## src/bfc_defs.svh

```systemverilog
`ifndef BFC_DEFS_SVH
`define BFC_DEFS_SVH

// ****************************************************************
// function codes
// ****************************************************************
`define BFC_FID_CFG       8'hf0
`define BFC_FID_IRQ_CLR   8'hf1
`define BFC_FID_IDLE      8'hf2
`define BFC_FID_PIN_WR    8'hf4
`define BFC_FID_PIN_RD    8'hf5
`define BFC_FID_PIN_EN    8'hf6
`define BFC_FID_PIN_DRV   8'hf7

// ****************************************************************
// link setup and pin byte layout and reset values
// ****************************************************************
`define BFC_CFG_ORDER_BIT 5
`define BFC_CFG_SHAPE_HI  3
`define BFC_CFG_SHAPE_LO  2
`define BFC_CFG_RATE_HI   1
`define BFC_CFG_RATE_LO   0
`define BFC_CFG_USED_MASK 8'h2f
`define BFC_CFG_RESET     8'h00
`define BFC_PIN_BITS_MASK 4'hf
`define BFC_PIN_EN_RESET  4'h0
`define BFC_PIN_LAT_RESET 4'h0
`define BFC_PIN_DRV_RESET 8'h00
`define BFC_LINE3_BIT     3

// ****************************************************************
// timing: clock and serial clock rates
// ****************************************************************
`define BFC_CLK_KHZ       25000
`define BFC_RATE0_KHZ     1843
`define BFC_RATE1_KHZ     461
`define BFC_RATE2_KHZ     115
`define BFC_RATE3_KHZ     58
`define BFC_EXT_DIV0      4
`define BFC_EXT_DIV1      16
`define BFC_EXT_DIV2      64
`define BFC_EXT_DIV3      128
`define BFC_DIV_W         9
`define BFC_STRONG_CYCLES 2

`endif

```

## src/bfc_pkg.sv

```systemverilog
package bfc_pkg;

  typedef enum logic [2:0] {
    BFC_ST_IDLE,
    BFC_ST_FID,
    BFC_ST_DATA,
    BFC_ST_EXEC,
    BFC_ST_SLEEP
  } bfc_state_t;

  // order gives the two-bit drive codes 00..11
  typedef enum logic [1:0] {
    BFC_DRV_QUASI,
    BFC_DRV_PUSH,
    BFC_DRV_INPUT,
    BFC_DRV_OPEN
  } bfc_drive_t;

  typedef struct packed {
    bfc_state_t  st;
    logic [7:0]  fid;
    logic [7:0]  data;
    logic [1:0]  nbytes;
    logic [7:0]  cfg;
    logic [3:0]  gpio_en;
    logic [3:0]  latch;
    logic [7:0]  drive;
    logic        irq;
    logic        buf_wr;
    logic [7:0]  buf_data;
    logic [8:0]  div_cnt;
    logic        tick;
  } bfc_core_t;

  typedef struct packed {
    logic        prev_latch;
    logic [1:0]  strong_cnt;
  } bfc_cell_t;

endpackage

```

## src/bfc_pin_cell.sv

```systemverilog
`timescale 1ns/10ps
`include "bfc_defs.svh"

module bfc_pin_cell (
  input  wire logic               clk_in,
  input  wire logic               resetn_in,
  input  wire logic               gpio_en_in,
  input  wire logic               latch_in,
  input  wire bfc_pkg::bfc_drive_t drive_in,
  input  wire logic               spi_sel_n_in,
  output logic                    pin_out,
  output logic                    pin_oe_out
);
  import bfc_pkg::*;

  bfc_cell_t cell_reg;
  bfc_cell_t cell_next;

  // ****************************************************************
  // strong pull-up pulse on a low-to-high latch change
  // ****************************************************************
  always_comb begin
    cell_next = cell_reg;
    cell_next.prev_latch = latch_in;
    if (gpio_en_in && latch_in && !cell_reg.prev_latch) begin
      cell_next.strong_cnt = 2'(`BFC_STRONG_CYCLES);
    end else if (cell_reg.strong_cnt != 2'h0) begin
      cell_next.strong_cnt = cell_reg.strong_cnt - 2'h1;
    end
  end

  always_ff @(posedge clk_in or negedge resetn_in) begin
    if (!resetn_in) begin
      cell_reg <= '0;
    end else begin
      cell_reg <= cell_next;
    end
  end

  // ****************************************************************
  // pin drive
  // ****************************************************************
  // weak pull-ups of the quasi type sit outside; only strong drive is modelled here
  always_comb begin
    pin_out    = latch_in;
    pin_oe_out = 1'b0;
    if (!gpio_en_in) begin
      pin_out    = spi_sel_n_in;
      pin_oe_out = 1'b1;
    end else begin
      unique case (drive_in)
        BFC_DRV_QUASI: pin_oe_out = !latch_in || (cell_reg.strong_cnt != 2'h0);
        BFC_DRV_PUSH:  pin_oe_out = 1'b1;
        BFC_DRV_INPUT: pin_oe_out = 1'b0;
        BFC_DRV_OPEN:  pin_oe_out = !latch_in;
      endcase
    end
  end

endmodule // bfc_pin_cell

```

## src/bfc_cmd_core.sv

```systemverilog
// Overview of operation
// f0h plus exactly one byte loads the serial link setup byte.
// setup bit 5: 0 sends msb first, 1 sends lsb first.
// setup bits 3:2 pick clock idle level and sampling edge.
// setup bits 1:0 pick serial clock rate, per oscillator variant.
// interrupt pin goes low on every finished transfer and stays low.
// f1h releases the interrupt pin high.
// a polling master may skip the interrupt clear.
// f2h puts the device into low-power idle.
// idle ends when the device's own address is seen.
// f4h byte bits 3:0 set levels of general-purpose select lines.
// f5h samples the lines into the buffer, returning nothing.
// sampled bits of non general-purpose lines are undefined.
// master reads one buffer byte, and resamples before each read.
// after reset all select lines are active-low slave selects.
// f6h bit n makes line n general-purpose, 0 returns it.
// lines newly made general-purpose take quasi-bidirectional drive.
// f7h bits 2n+1:2n set drive type of line n.
// on the external-clock variant line 3 bits have no effect.
// each write message is address, one function code, then data.
// after stop, no bus traffic is acknowledged until the function ends.
// reserved setup bits and pin byte bits 7:4 are ignored.
// setup byte resets to zero: msb first, mode 00, fastest rate.
`timescale 1ns/10ps
`include "bfc_defs.svh"

module bfc_cmd_core #(
  parameter bit EXT_CLK = 1'b0
) (
  input  wire logic        clk_in,
  input  wire logic        resetn_in,
  // byte front end of the bus slave
  input  wire logic        addr_hit_in,
  input  wire logic        rw_in,
  input  wire logic        byte_valid_in,
  input  wire logic [7:0]  byte_in,
  input  wire logic        stop_in,
  output logic             busy_out,
  // serial link engine
  input  wire logic        spi_done_in,
  input  wire logic [3:0]  spi_sel_n_in,
  output logic             lsb_first_out,
  output logic [1:0]       clock_shape_select_out,
  output logic [1:0]       clock_rate_select_out,
  output logic             sck_tick_out,
  // data buffer write port
  output logic             buf_wr_out,
  output logic [7:0]       buf_data_out,
  // select lines
  input  wire logic [3:0]  sel_line_in,
  output logic [3:0]       sel_line_out,
  output logic [3:0]       sel_line_oe_out,
  // misc
  output logic             irq_n_out,
  output logic             low_power_out
);
  import bfc_pkg::*;

  // ****************************************************************
  // variant constants
  // ****************************************************************
  localparam int DIV0 = EXT_CLK ? `BFC_EXT_DIV0 : (`BFC_CLK_KHZ / `BFC_RATE0_KHZ);
  localparam int DIV1 = EXT_CLK ? `BFC_EXT_DIV1 : (`BFC_CLK_KHZ / `BFC_RATE1_KHZ);
  localparam int DIV2 = EXT_CLK ? `BFC_EXT_DIV2 : (`BFC_CLK_KHZ / `BFC_RATE2_KHZ);
  localparam int DIV3 = EXT_CLK ? `BFC_EXT_DIV3 : (`BFC_CLK_KHZ / `BFC_RATE3_KHZ);
  localparam logic [3:0] LINE_MASK =
    EXT_CLK ? (`BFC_PIN_BITS_MASK & ~(4'h1 << `BFC_LINE3_BIT)) : `BFC_PIN_BITS_MASK;

  bfc_core_t core_reg;
  bfc_core_t core_next;

  logic              one_byte;
  logic [3:0]        new_en;
  logic [`BFC_DIV_W-1:0] div_end;

  assign one_byte = (core_reg.nbytes == 2'h1);
  assign new_en   = core_reg.data[3:0] & LINE_MASK;

  // ****************************************************************
  // serial clock rate enable
  // ****************************************************************
  always_comb begin
    unique case (core_reg.cfg[`BFC_CFG_RATE_HI:`BFC_CFG_RATE_LO])
      2'h0: div_end = `BFC_DIV_W'(DIV0 - 1);
      2'h1: div_end = `BFC_DIV_W'(DIV1 - 1);
      2'h2: div_end = `BFC_DIV_W'(DIV2 - 1);
      2'h3: div_end = `BFC_DIV_W'(DIV3 - 1);
    endcase
  end

  // ****************************************************************
  // command sequencing
  // ****************************************************************
  always_comb begin
    core_next        = core_reg;
    core_next.buf_wr = 1'b0;
    core_next.tick   = 1'b0;

    unique case (core_reg.st)
      BFC_ST_IDLE: begin
        if (addr_hit_in && !rw_in) begin
          core_next.st = BFC_ST_FID;
        end
      end
      BFC_ST_FID: begin
        if (addr_hit_in) begin
          core_next.st = rw_in ? BFC_ST_IDLE : BFC_ST_FID;
        end else if (stop_in) begin
          core_next.st = BFC_ST_IDLE;
        end else if (byte_valid_in) begin
          core_next.fid    = byte_in;
          core_next.nbytes = 2'h0;
          core_next.st     = BFC_ST_DATA;
        end
      end
      BFC_ST_DATA: begin
        if (addr_hit_in) begin
          core_next.st = rw_in ? BFC_ST_IDLE : BFC_ST_FID;
        end else if (stop_in) begin
          core_next.st = BFC_ST_EXEC;
        end else if (byte_valid_in) begin
          // keep the first data byte; count saturates so a long message shows as "more than one"
          if (core_reg.nbytes == 2'h0) begin
            core_next.data = byte_in;
          end
          if (core_reg.nbytes != 2'h2) begin
            core_next.nbytes = core_reg.nbytes + 2'h1;
          end
        end
      end
      BFC_ST_EXEC: begin
        core_next.st = BFC_ST_IDLE;
        unique case (core_reg.fid)
          `BFC_FID_CFG: begin
            if (one_byte) begin
              core_next.cfg = core_reg.data & `BFC_CFG_USED_MASK;
            end
          end
          `BFC_FID_IRQ_CLR: begin
            core_next.irq = 1'b0;
          end
          `BFC_FID_IDLE: begin
            core_next.st = BFC_ST_SLEEP;
          end
          `BFC_FID_PIN_WR: begin
            if (one_byte) begin
              core_next.latch = (core_reg.latch & ~(core_reg.gpio_en & LINE_MASK))
                              | (core_reg.data[3:0] & core_reg.gpio_en & LINE_MASK);
            end
          end
          `BFC_FID_PIN_RD: begin
            core_next.buf_wr   = 1'b1;
            core_next.buf_data = {4'h0, sel_line_in & LINE_MASK};
          end
          `BFC_FID_PIN_EN: begin
            if (one_byte) begin
              core_next.gpio_en = new_en;
              for (int i = 0; i < 4; i++) begin
                if (new_en[i] && !core_reg.gpio_en[i]) begin
                  core_next.drive[2*i +: 2] = BFC_DRV_QUASI;
                end
              end
            end
          end
          `BFC_FID_PIN_DRV: begin
            if (one_byte) begin
              for (int i = 0; i < 4; i++) begin
                if (LINE_MASK[i]) begin
                  core_next.drive[2*i +: 2] = core_reg.data[2*i +: 2];
                end
              end
            end
          end
          default: begin
            // transfer codes are carried out by the link engine
          end
        endcase
      end
      BFC_ST_SLEEP: begin
        if (addr_hit_in) begin
          core_next.st = rw_in ? BFC_ST_IDLE : BFC_ST_FID;
        end
      end
      default: core_next.st = BFC_ST_IDLE;
    endcase

    // divider stops in idle to save power; keyed on the next state so no tick leaks into idle
    if (core_next.st == BFC_ST_SLEEP) begin
      core_next.div_cnt = '0;
    end else if (core_reg.div_cnt >= div_end) begin
      core_next.div_cnt = '0;
      core_next.tick    = 1'b1;
    end else begin
      core_next.div_cnt = core_reg.div_cnt + `BFC_DIV_W'(1);
    end

    // a finished transfer wins over a clear in the same cycle
    if (spi_done_in) begin
      core_next.irq = 1'b1;
    end
  end

  always_ff @(posedge clk_in or negedge resetn_in) begin
    if (!resetn_in) begin
      core_reg         <= '0;
      core_reg.st      <= BFC_ST_IDLE;
      core_reg.cfg     <= `BFC_CFG_RESET;
      core_reg.gpio_en <= `BFC_PIN_EN_RESET;
      core_reg.latch   <= `BFC_PIN_LAT_RESET;
      core_reg.drive   <= `BFC_PIN_DRV_RESET;
    end else begin
      core_reg <= core_next;
    end
  end

  // ****************************************************************
  // outputs
  // ****************************************************************
  assign busy_out               = (core_reg.st == BFC_ST_EXEC);
  assign lsb_first_out          = core_reg.cfg[`BFC_CFG_ORDER_BIT];
  assign clock_shape_select_out = core_reg.cfg[`BFC_CFG_SHAPE_HI:`BFC_CFG_SHAPE_LO];
  assign clock_rate_select_out  = core_reg.cfg[`BFC_CFG_RATE_HI:`BFC_CFG_RATE_LO];
  assign sck_tick_out           = core_reg.tick;
  assign buf_wr_out             = core_reg.buf_wr;
  assign buf_data_out           = core_reg.buf_data;
  assign irq_n_out              = !core_reg.irq;
  assign low_power_out          = (core_reg.st == BFC_ST_SLEEP);

  // ****************************************************************
  // select line cells
  // ****************************************************************
  // absent line 3 stays a plain slave select, never a general-purpose pin
  for (genvar g = 0; g < 4; g++) begin : g_line
    bfc_pin_cell u_cell (
      .clk_in       (clk_in),
      .resetn_in    (resetn_in),
      .gpio_en_in   (core_reg.gpio_en[g] & LINE_MASK[g]),
      .latch_in     (core_reg.latch[g]),
      .drive_in     (bfc_drive_t'(core_reg.drive[2*g +: 2])),
      .spi_sel_n_in (spi_sel_n_in[g]),
      .pin_out      (sel_line_out[g]),
      .pin_oe_out   (sel_line_oe_out[g])
    );
  end
endmodule // bfc_cmd_core

```

## config.mk

```make
export PLATFORM = sky130hd
export DESIGN_NAME = bfc_cmd_core
export DESIGN_NICKNAME = d
export VERILOG_FILES = /design/src/bfc_pkg.sv /design/src/bfc_pin_cell.sv /design/src/bfc_cmd_core.sv
export VERILOG_INCLUDE_DIRS = /design/src
export SDC_FILE = /design/constraint.sdc
export NUM_CORES = 1
export LEC_CHECK = 0
export BUFFER_PORTS_ARGS = -buffer_cell sky130_fd_sc_hd__buf_4
export CAP_MARGIN = 30
export CORE_MARGIN = 2
export CORE_UTILIZATION = 50
export CTS_BUF_LIST = sky130_fd_sc_hd__clkbuf_2 sky130_fd_sc_hd__clkbuf_4 sky130_fd_sc_hd__clkbuf_8
export CTS_CLUSTER_SIZE = 30
export DETAILED_ROUTE_END_ITERATION = 16
export HOLD_SLACK_MARGIN = 0.1
export MAX_ROUTING_LAYER = met4
export PLACE_DENSITY = 0.76
export SLEW_MARGIN = 25
export SYNTH_ARGS = -nofsm -noshare
export SYNTH_HDL_FRONTEND = slang
export SYNTH_HIERARCHICAL = 1
export SYNTH_SLANG_ARGS = --single-unit
```

## constraint.sdc

```tcl
create_clock -name clk_in -period 1.8 [get_ports clk_in]
set_input_delay 0.27 -clock clk_in [delete_from_list [all_inputs] [get_ports clk_in]]
set_output_delay 0.27 -clock clk_in [all_outputs]
set_load 0.01 [all_outputs]
```

After elaboration in Yosys (flattened, before gate mapping) --
Cells that the tools add are included. Widths: inputs -> output; s select.
Word-level totals: bits in registers 70, latch bits 0, memory bits (writable) 0, bits in read-only memories 0, input bits 23, memories kept 0
Operators by class: $add $sub $neg 6, multipliers 0, divide/modulo/power cells 0, $lt $le $gt $ge 1, equality and inequality tests 42, shift-type cells 0, multiplexer cells 54, bitwise gates (word level) 6, reduce and logical (&&, ||, !) cells 62
Operators with widths (number):
- $eq 8x8->1 const B | 7
- $mux 2 | 19
- $pmux 9 s4 | 1
- $ne 2x2->1 const B | 14
- $mux 9 | 3
- $reduce_and 5->1 | 5
- $reduce_bool 2->1 | 12
- $mux 3 | 7
- $eq 2x2->1 const B | 10
- $mux 8 | 2
- $pmux 1 s4 | 4
- $pmux 8 s2 | 1
- $pmux 3 s5 | 1
- $logic_not 1->1 | 14
- $logic_and 1x1->1 | 13
- $mux 1 | 13
- $eq 2x1->1 const B | 6
- $logic_not 2->1 | 6
- $mux 11 | 1
- $mux 10 | 1
- $add 9x1->9 const B | 1
- $ge 9x9->1 | 1
- $reduce_and 3->1 | 3
- $and 4x4->4 | 2
- 14 further kinds | 24

Longest topological paths before layout --
depth in word-level cells 6, mapped depth 9, depth with buffers taken out 8

Hierarchy --
Netlist, hierarchy kept.
By module, submodules not included:
- bfc_cmd_core | instances 1, cells an instance 258, area an instance 2991.6 µm²
- bfc_pin_cell (g_line[0].u_cell ...) | instances 3, cells an instance 18, area an instance 186.4 µm²
- bfc_pin_cell (g_line[3].u_cell) | instances 1, cells an instance 17, area an instance 165.2 µm²

Worst setup path before layout --
Ideal clock, no wire load.
path kind register -> register, from register core_reg (netlist bit clock_rate_select_out[0]), to register core_reg (netlist bit sck_tick_out), library setup time 129 ps, arrival time 1860 ps, data required time 1671 ps, setup slack -189 ps, stages on the path, launching flop included 10, path buffers 1, cell sequence dfrtp_1 > inv_1 > ha_1 > inv_1 > ha_1 > a211oi_1 > o21bai_1 > a211o_1 > clkbuf_1 > nor2b_1
RTL lines:
- from (decl) | RTL line bfc_cmd_core.sv:69 | bfc_core_t core_reg;
- from (signal assigned) | RTL line bfc_cmd_core.sv:212 | core_reg <= core_next;

==> out/metrics.yaml <==
status: "complete, but fails checks"
violations: "negative setup slack"
regToRegStartpoint: "clock_rate_select_out[0]"
drc: 0
clk_latency_ns: 0.35
die_area_um2: 8140
start_util_pct: 51.5
ff_latch_area_um2: 1750
cap_violations: 0
io_buffer_count: 44
finalSetupViolCount: 10
ant_nets: 0
nFillCells: 589
p_sw_mw: 1.20
arrival_ns: 2.12
multi_input_area_um2: 2000
holdCritPathClass: "in2reg"
via_per_inst: 5.26
io_pins: 49
power_frac_comb_pct: 22.0
power_density_nw_per_um2: 819
ys_ff_latch: 70
cts-root-buf: "clkbuf_8"
synth_edf_count: 0
final_hold_viol_count: 0
fin_nets: 436
placed_cell_area_um2: 4210
netSwitchingFraction_pct: 31.5
coreArea_um2: 7210
die_h_um: 90.2
ir_drop_mv: 0.434
grt_pass1_wl_mm: 12.3
wl_per_cell_um: 14.7
htreeDepth: 3
dp_hpwl_mm: 5.17
ys_types: 52
grt_max_degree: 42
cts.clk_slew.worst_paths_ns: 0.07
final_common_cell: "dfrtp_1"
worstSetupStartpointType: "register"
final_cell_mix: "dfrtp_1 (68), buf_4 (64), nand2_1 (28), mux2_2 (28), inv_1 (19)"
cp.required_ns: 2.03
largest_reg_flops: 43
fmax_ghz: 0.529
drive_gt1_share_pct: 42.6
fin_ws_ns: -0.0913
place.gp.congestion: 0.829
crit_start: "clock_rate_select_out[0]"
num_vias: 2610
critPathCaptureType: "register"
wl_mm: 7.28
first_pass_iters: 4
slowest_stage: "dfrtp_2"
syn_inst: 329
cell_internal_pwr_mw: 2.60
drtIter0Drc: 141
row_count: 31
crit_type: "reg2reg"
cts_buffers: 9
synth_area_per_cell_um2: 11.3
worstMarginPinSlew_ns: 0.506
cp_cell_sequence: "inv_2 -> ha_4 -> inv_2 -> ha_4 -> a211oi_2 -> o21bai_1 -> a211o_2 -> nor2b_4"
holdWs_ns: 0.113
final_max_slew_viol_count: 0
antenna_found_initial: 0
clkPwrFrac_pct: 28.4
finClkSkew_ns: 0.00673
cts_sinks: 70
grt_pass1_vias: 2628
clk_path_buf_depth: 2
tritoncts: "done"
die_x_um: 90.2
yosysSeqAreaShare_pct: 47.1
grt_use_total_pct: 19.6
fin_crit_sh_pct: 105
power_leakage_nw: 2.20
async_flop_share_pct: 100
design_area_um2: 4640
holdCritStartpoint: "spi_done_in"
area_delta_synth_final_pct: 24.7
diodes: 0
gr-total-overflow: 0
syn_area_um2: 3720
critical_path.max_stage_delay_ns: 0.45
rsz0062_at_grt: "yes"
seq_power_share_pct: 49.6
min_period_ns: 1.89
cp_max_fo: 5
ys_warn_count: 6
relSlewSlack_pct: 66.2
synth_flop_cell: "dfrtp_1"
[power groups by stage]
stage / registers, mW / logic (mW) / clock network [mW]
floorplan: 1.85 / 0.528 / 0
global placement: 1.90 / 0.680 / 0
detailed placement: 1.90 / 0.701 / 0
CTS: 1.88 / 0.783 / 1.11
global route: 1.90 / 0.922 / 1.19
finish: 1.88 / 0.833 / 1.08
[through the flow]
| stage | instances | TNS (ns) | utilization [%] | setup slack, ns | total power, mW |
|---|---|---|---|---|---|
| 3_5_place_dp | 473 | -1.06 | 58.4 | -0.142 | 2.60 |
| 6_report | 496 | -0.421 | 64.3 | -0.0913 | 3.80 |
| 5_1_grt | 496 | -1.15 | 64.3 | -0.157 | 4.01 |
| 4_1_cts | 492 | -0.154 | 62.0 | -0.0428 | 3.77 |
| 2_1_floorplan | 332 | -0.00469 | - | -0.00469 | 2.38 |
| 3_3_place_gp | 473 | -0.362 | 58.4 | -0.0685 | 2.58 |
[layout make-up]
class	count	area share [%]
timing repair buffer	66	11.0
clock buffer	9	2.67
inverter	23	1.86
sequential	70	37.8
clock inverter	6	0.864
multi-input combinational	223	43.1
tap	99	2.67
[worst max-delay path: cells and delay by family, from the launching register on]
family	cells	cell delay [ns]
simple gates	1	0.15
compound gates	3	0.67
buf+inv	2	0.14
flops	1	0.45
fa+ha+maj	2	0.38
[logic make-up after synthesis]
family	after synthesis	share of synthesized area, %
buffers and inverters	40	5.76
muxes	33	10.5
DFF	70	47.1
xor gates and xnor gates	11	2.59
and+or+nand+nor	107	18.1
other	1	0.101
adders and majority gates	20	6.73
AOI/OAI and AO/OA	47	9.06
[repair_timing]
action | in CTS | in global routing
hold endpoints to repair | 29 | 0
setup endpoints to repair | 13 | 21
pin swaps | 8 | 11
hold buffers | 1 | 0
gates cloned | 1 | 0
resized for setup | 13 | 26
buffers inserted | 2 | 4
[routing by layer]
| metal | GRT usage [%] | wire length (um) | up-vias | share of wire [%] |
|---|---|---|---|---|
| met5 | - | 0 | - | 0 |
| met4 | 8.97 | 157 | 0 | 2.2 |
| met3 | 4.11 | 236 | 11 | 3.2 |
| met2 | 31.6 | 3620 | 45 | 50 |
| met1 | 23.9 | 3270 | 1283 | 45 |
| li1 | - | - | 1271 | - |
[Yosys cell counts, types with 4 or more instances]
cell type,n,share of area [%]
dfrtp_1,70,47
inv_1,22,2.2
nand3_1,8,1.1
mux2_4,5,2.0
xnor2_1,9,2.1
mux2_2,28,8.5
nor2b_1,15,2.5
o21a_1,4,0.81
ha_1,20,6.7
o21ai_0,17,2.3
nor3_1,11,1.5
a21oi_1,5,0.67
nand2_1,28,2.8
nor2_1,10,1.0
buf_4,15,3.0
[final timing paths]
check | endpoint | slack [ns] | depth (start not counted)
worst min-delay path | core_reg[19] | 0.11 | 2
worst min register to register | g_line[3].u_cell/cell_reg[2] | 0.44 | 0
worst max register to register | sck_tick_out | -0.09 | 8
worst max-delay path | sck_tick_out | -0.09 | 8
max in group asynchronous | clock_rate_select_out[1] | 0.86 | 3
min in group asynchronous | core_reg[62] | 0.39 | 2
Power figures use the tool's default switching activity.
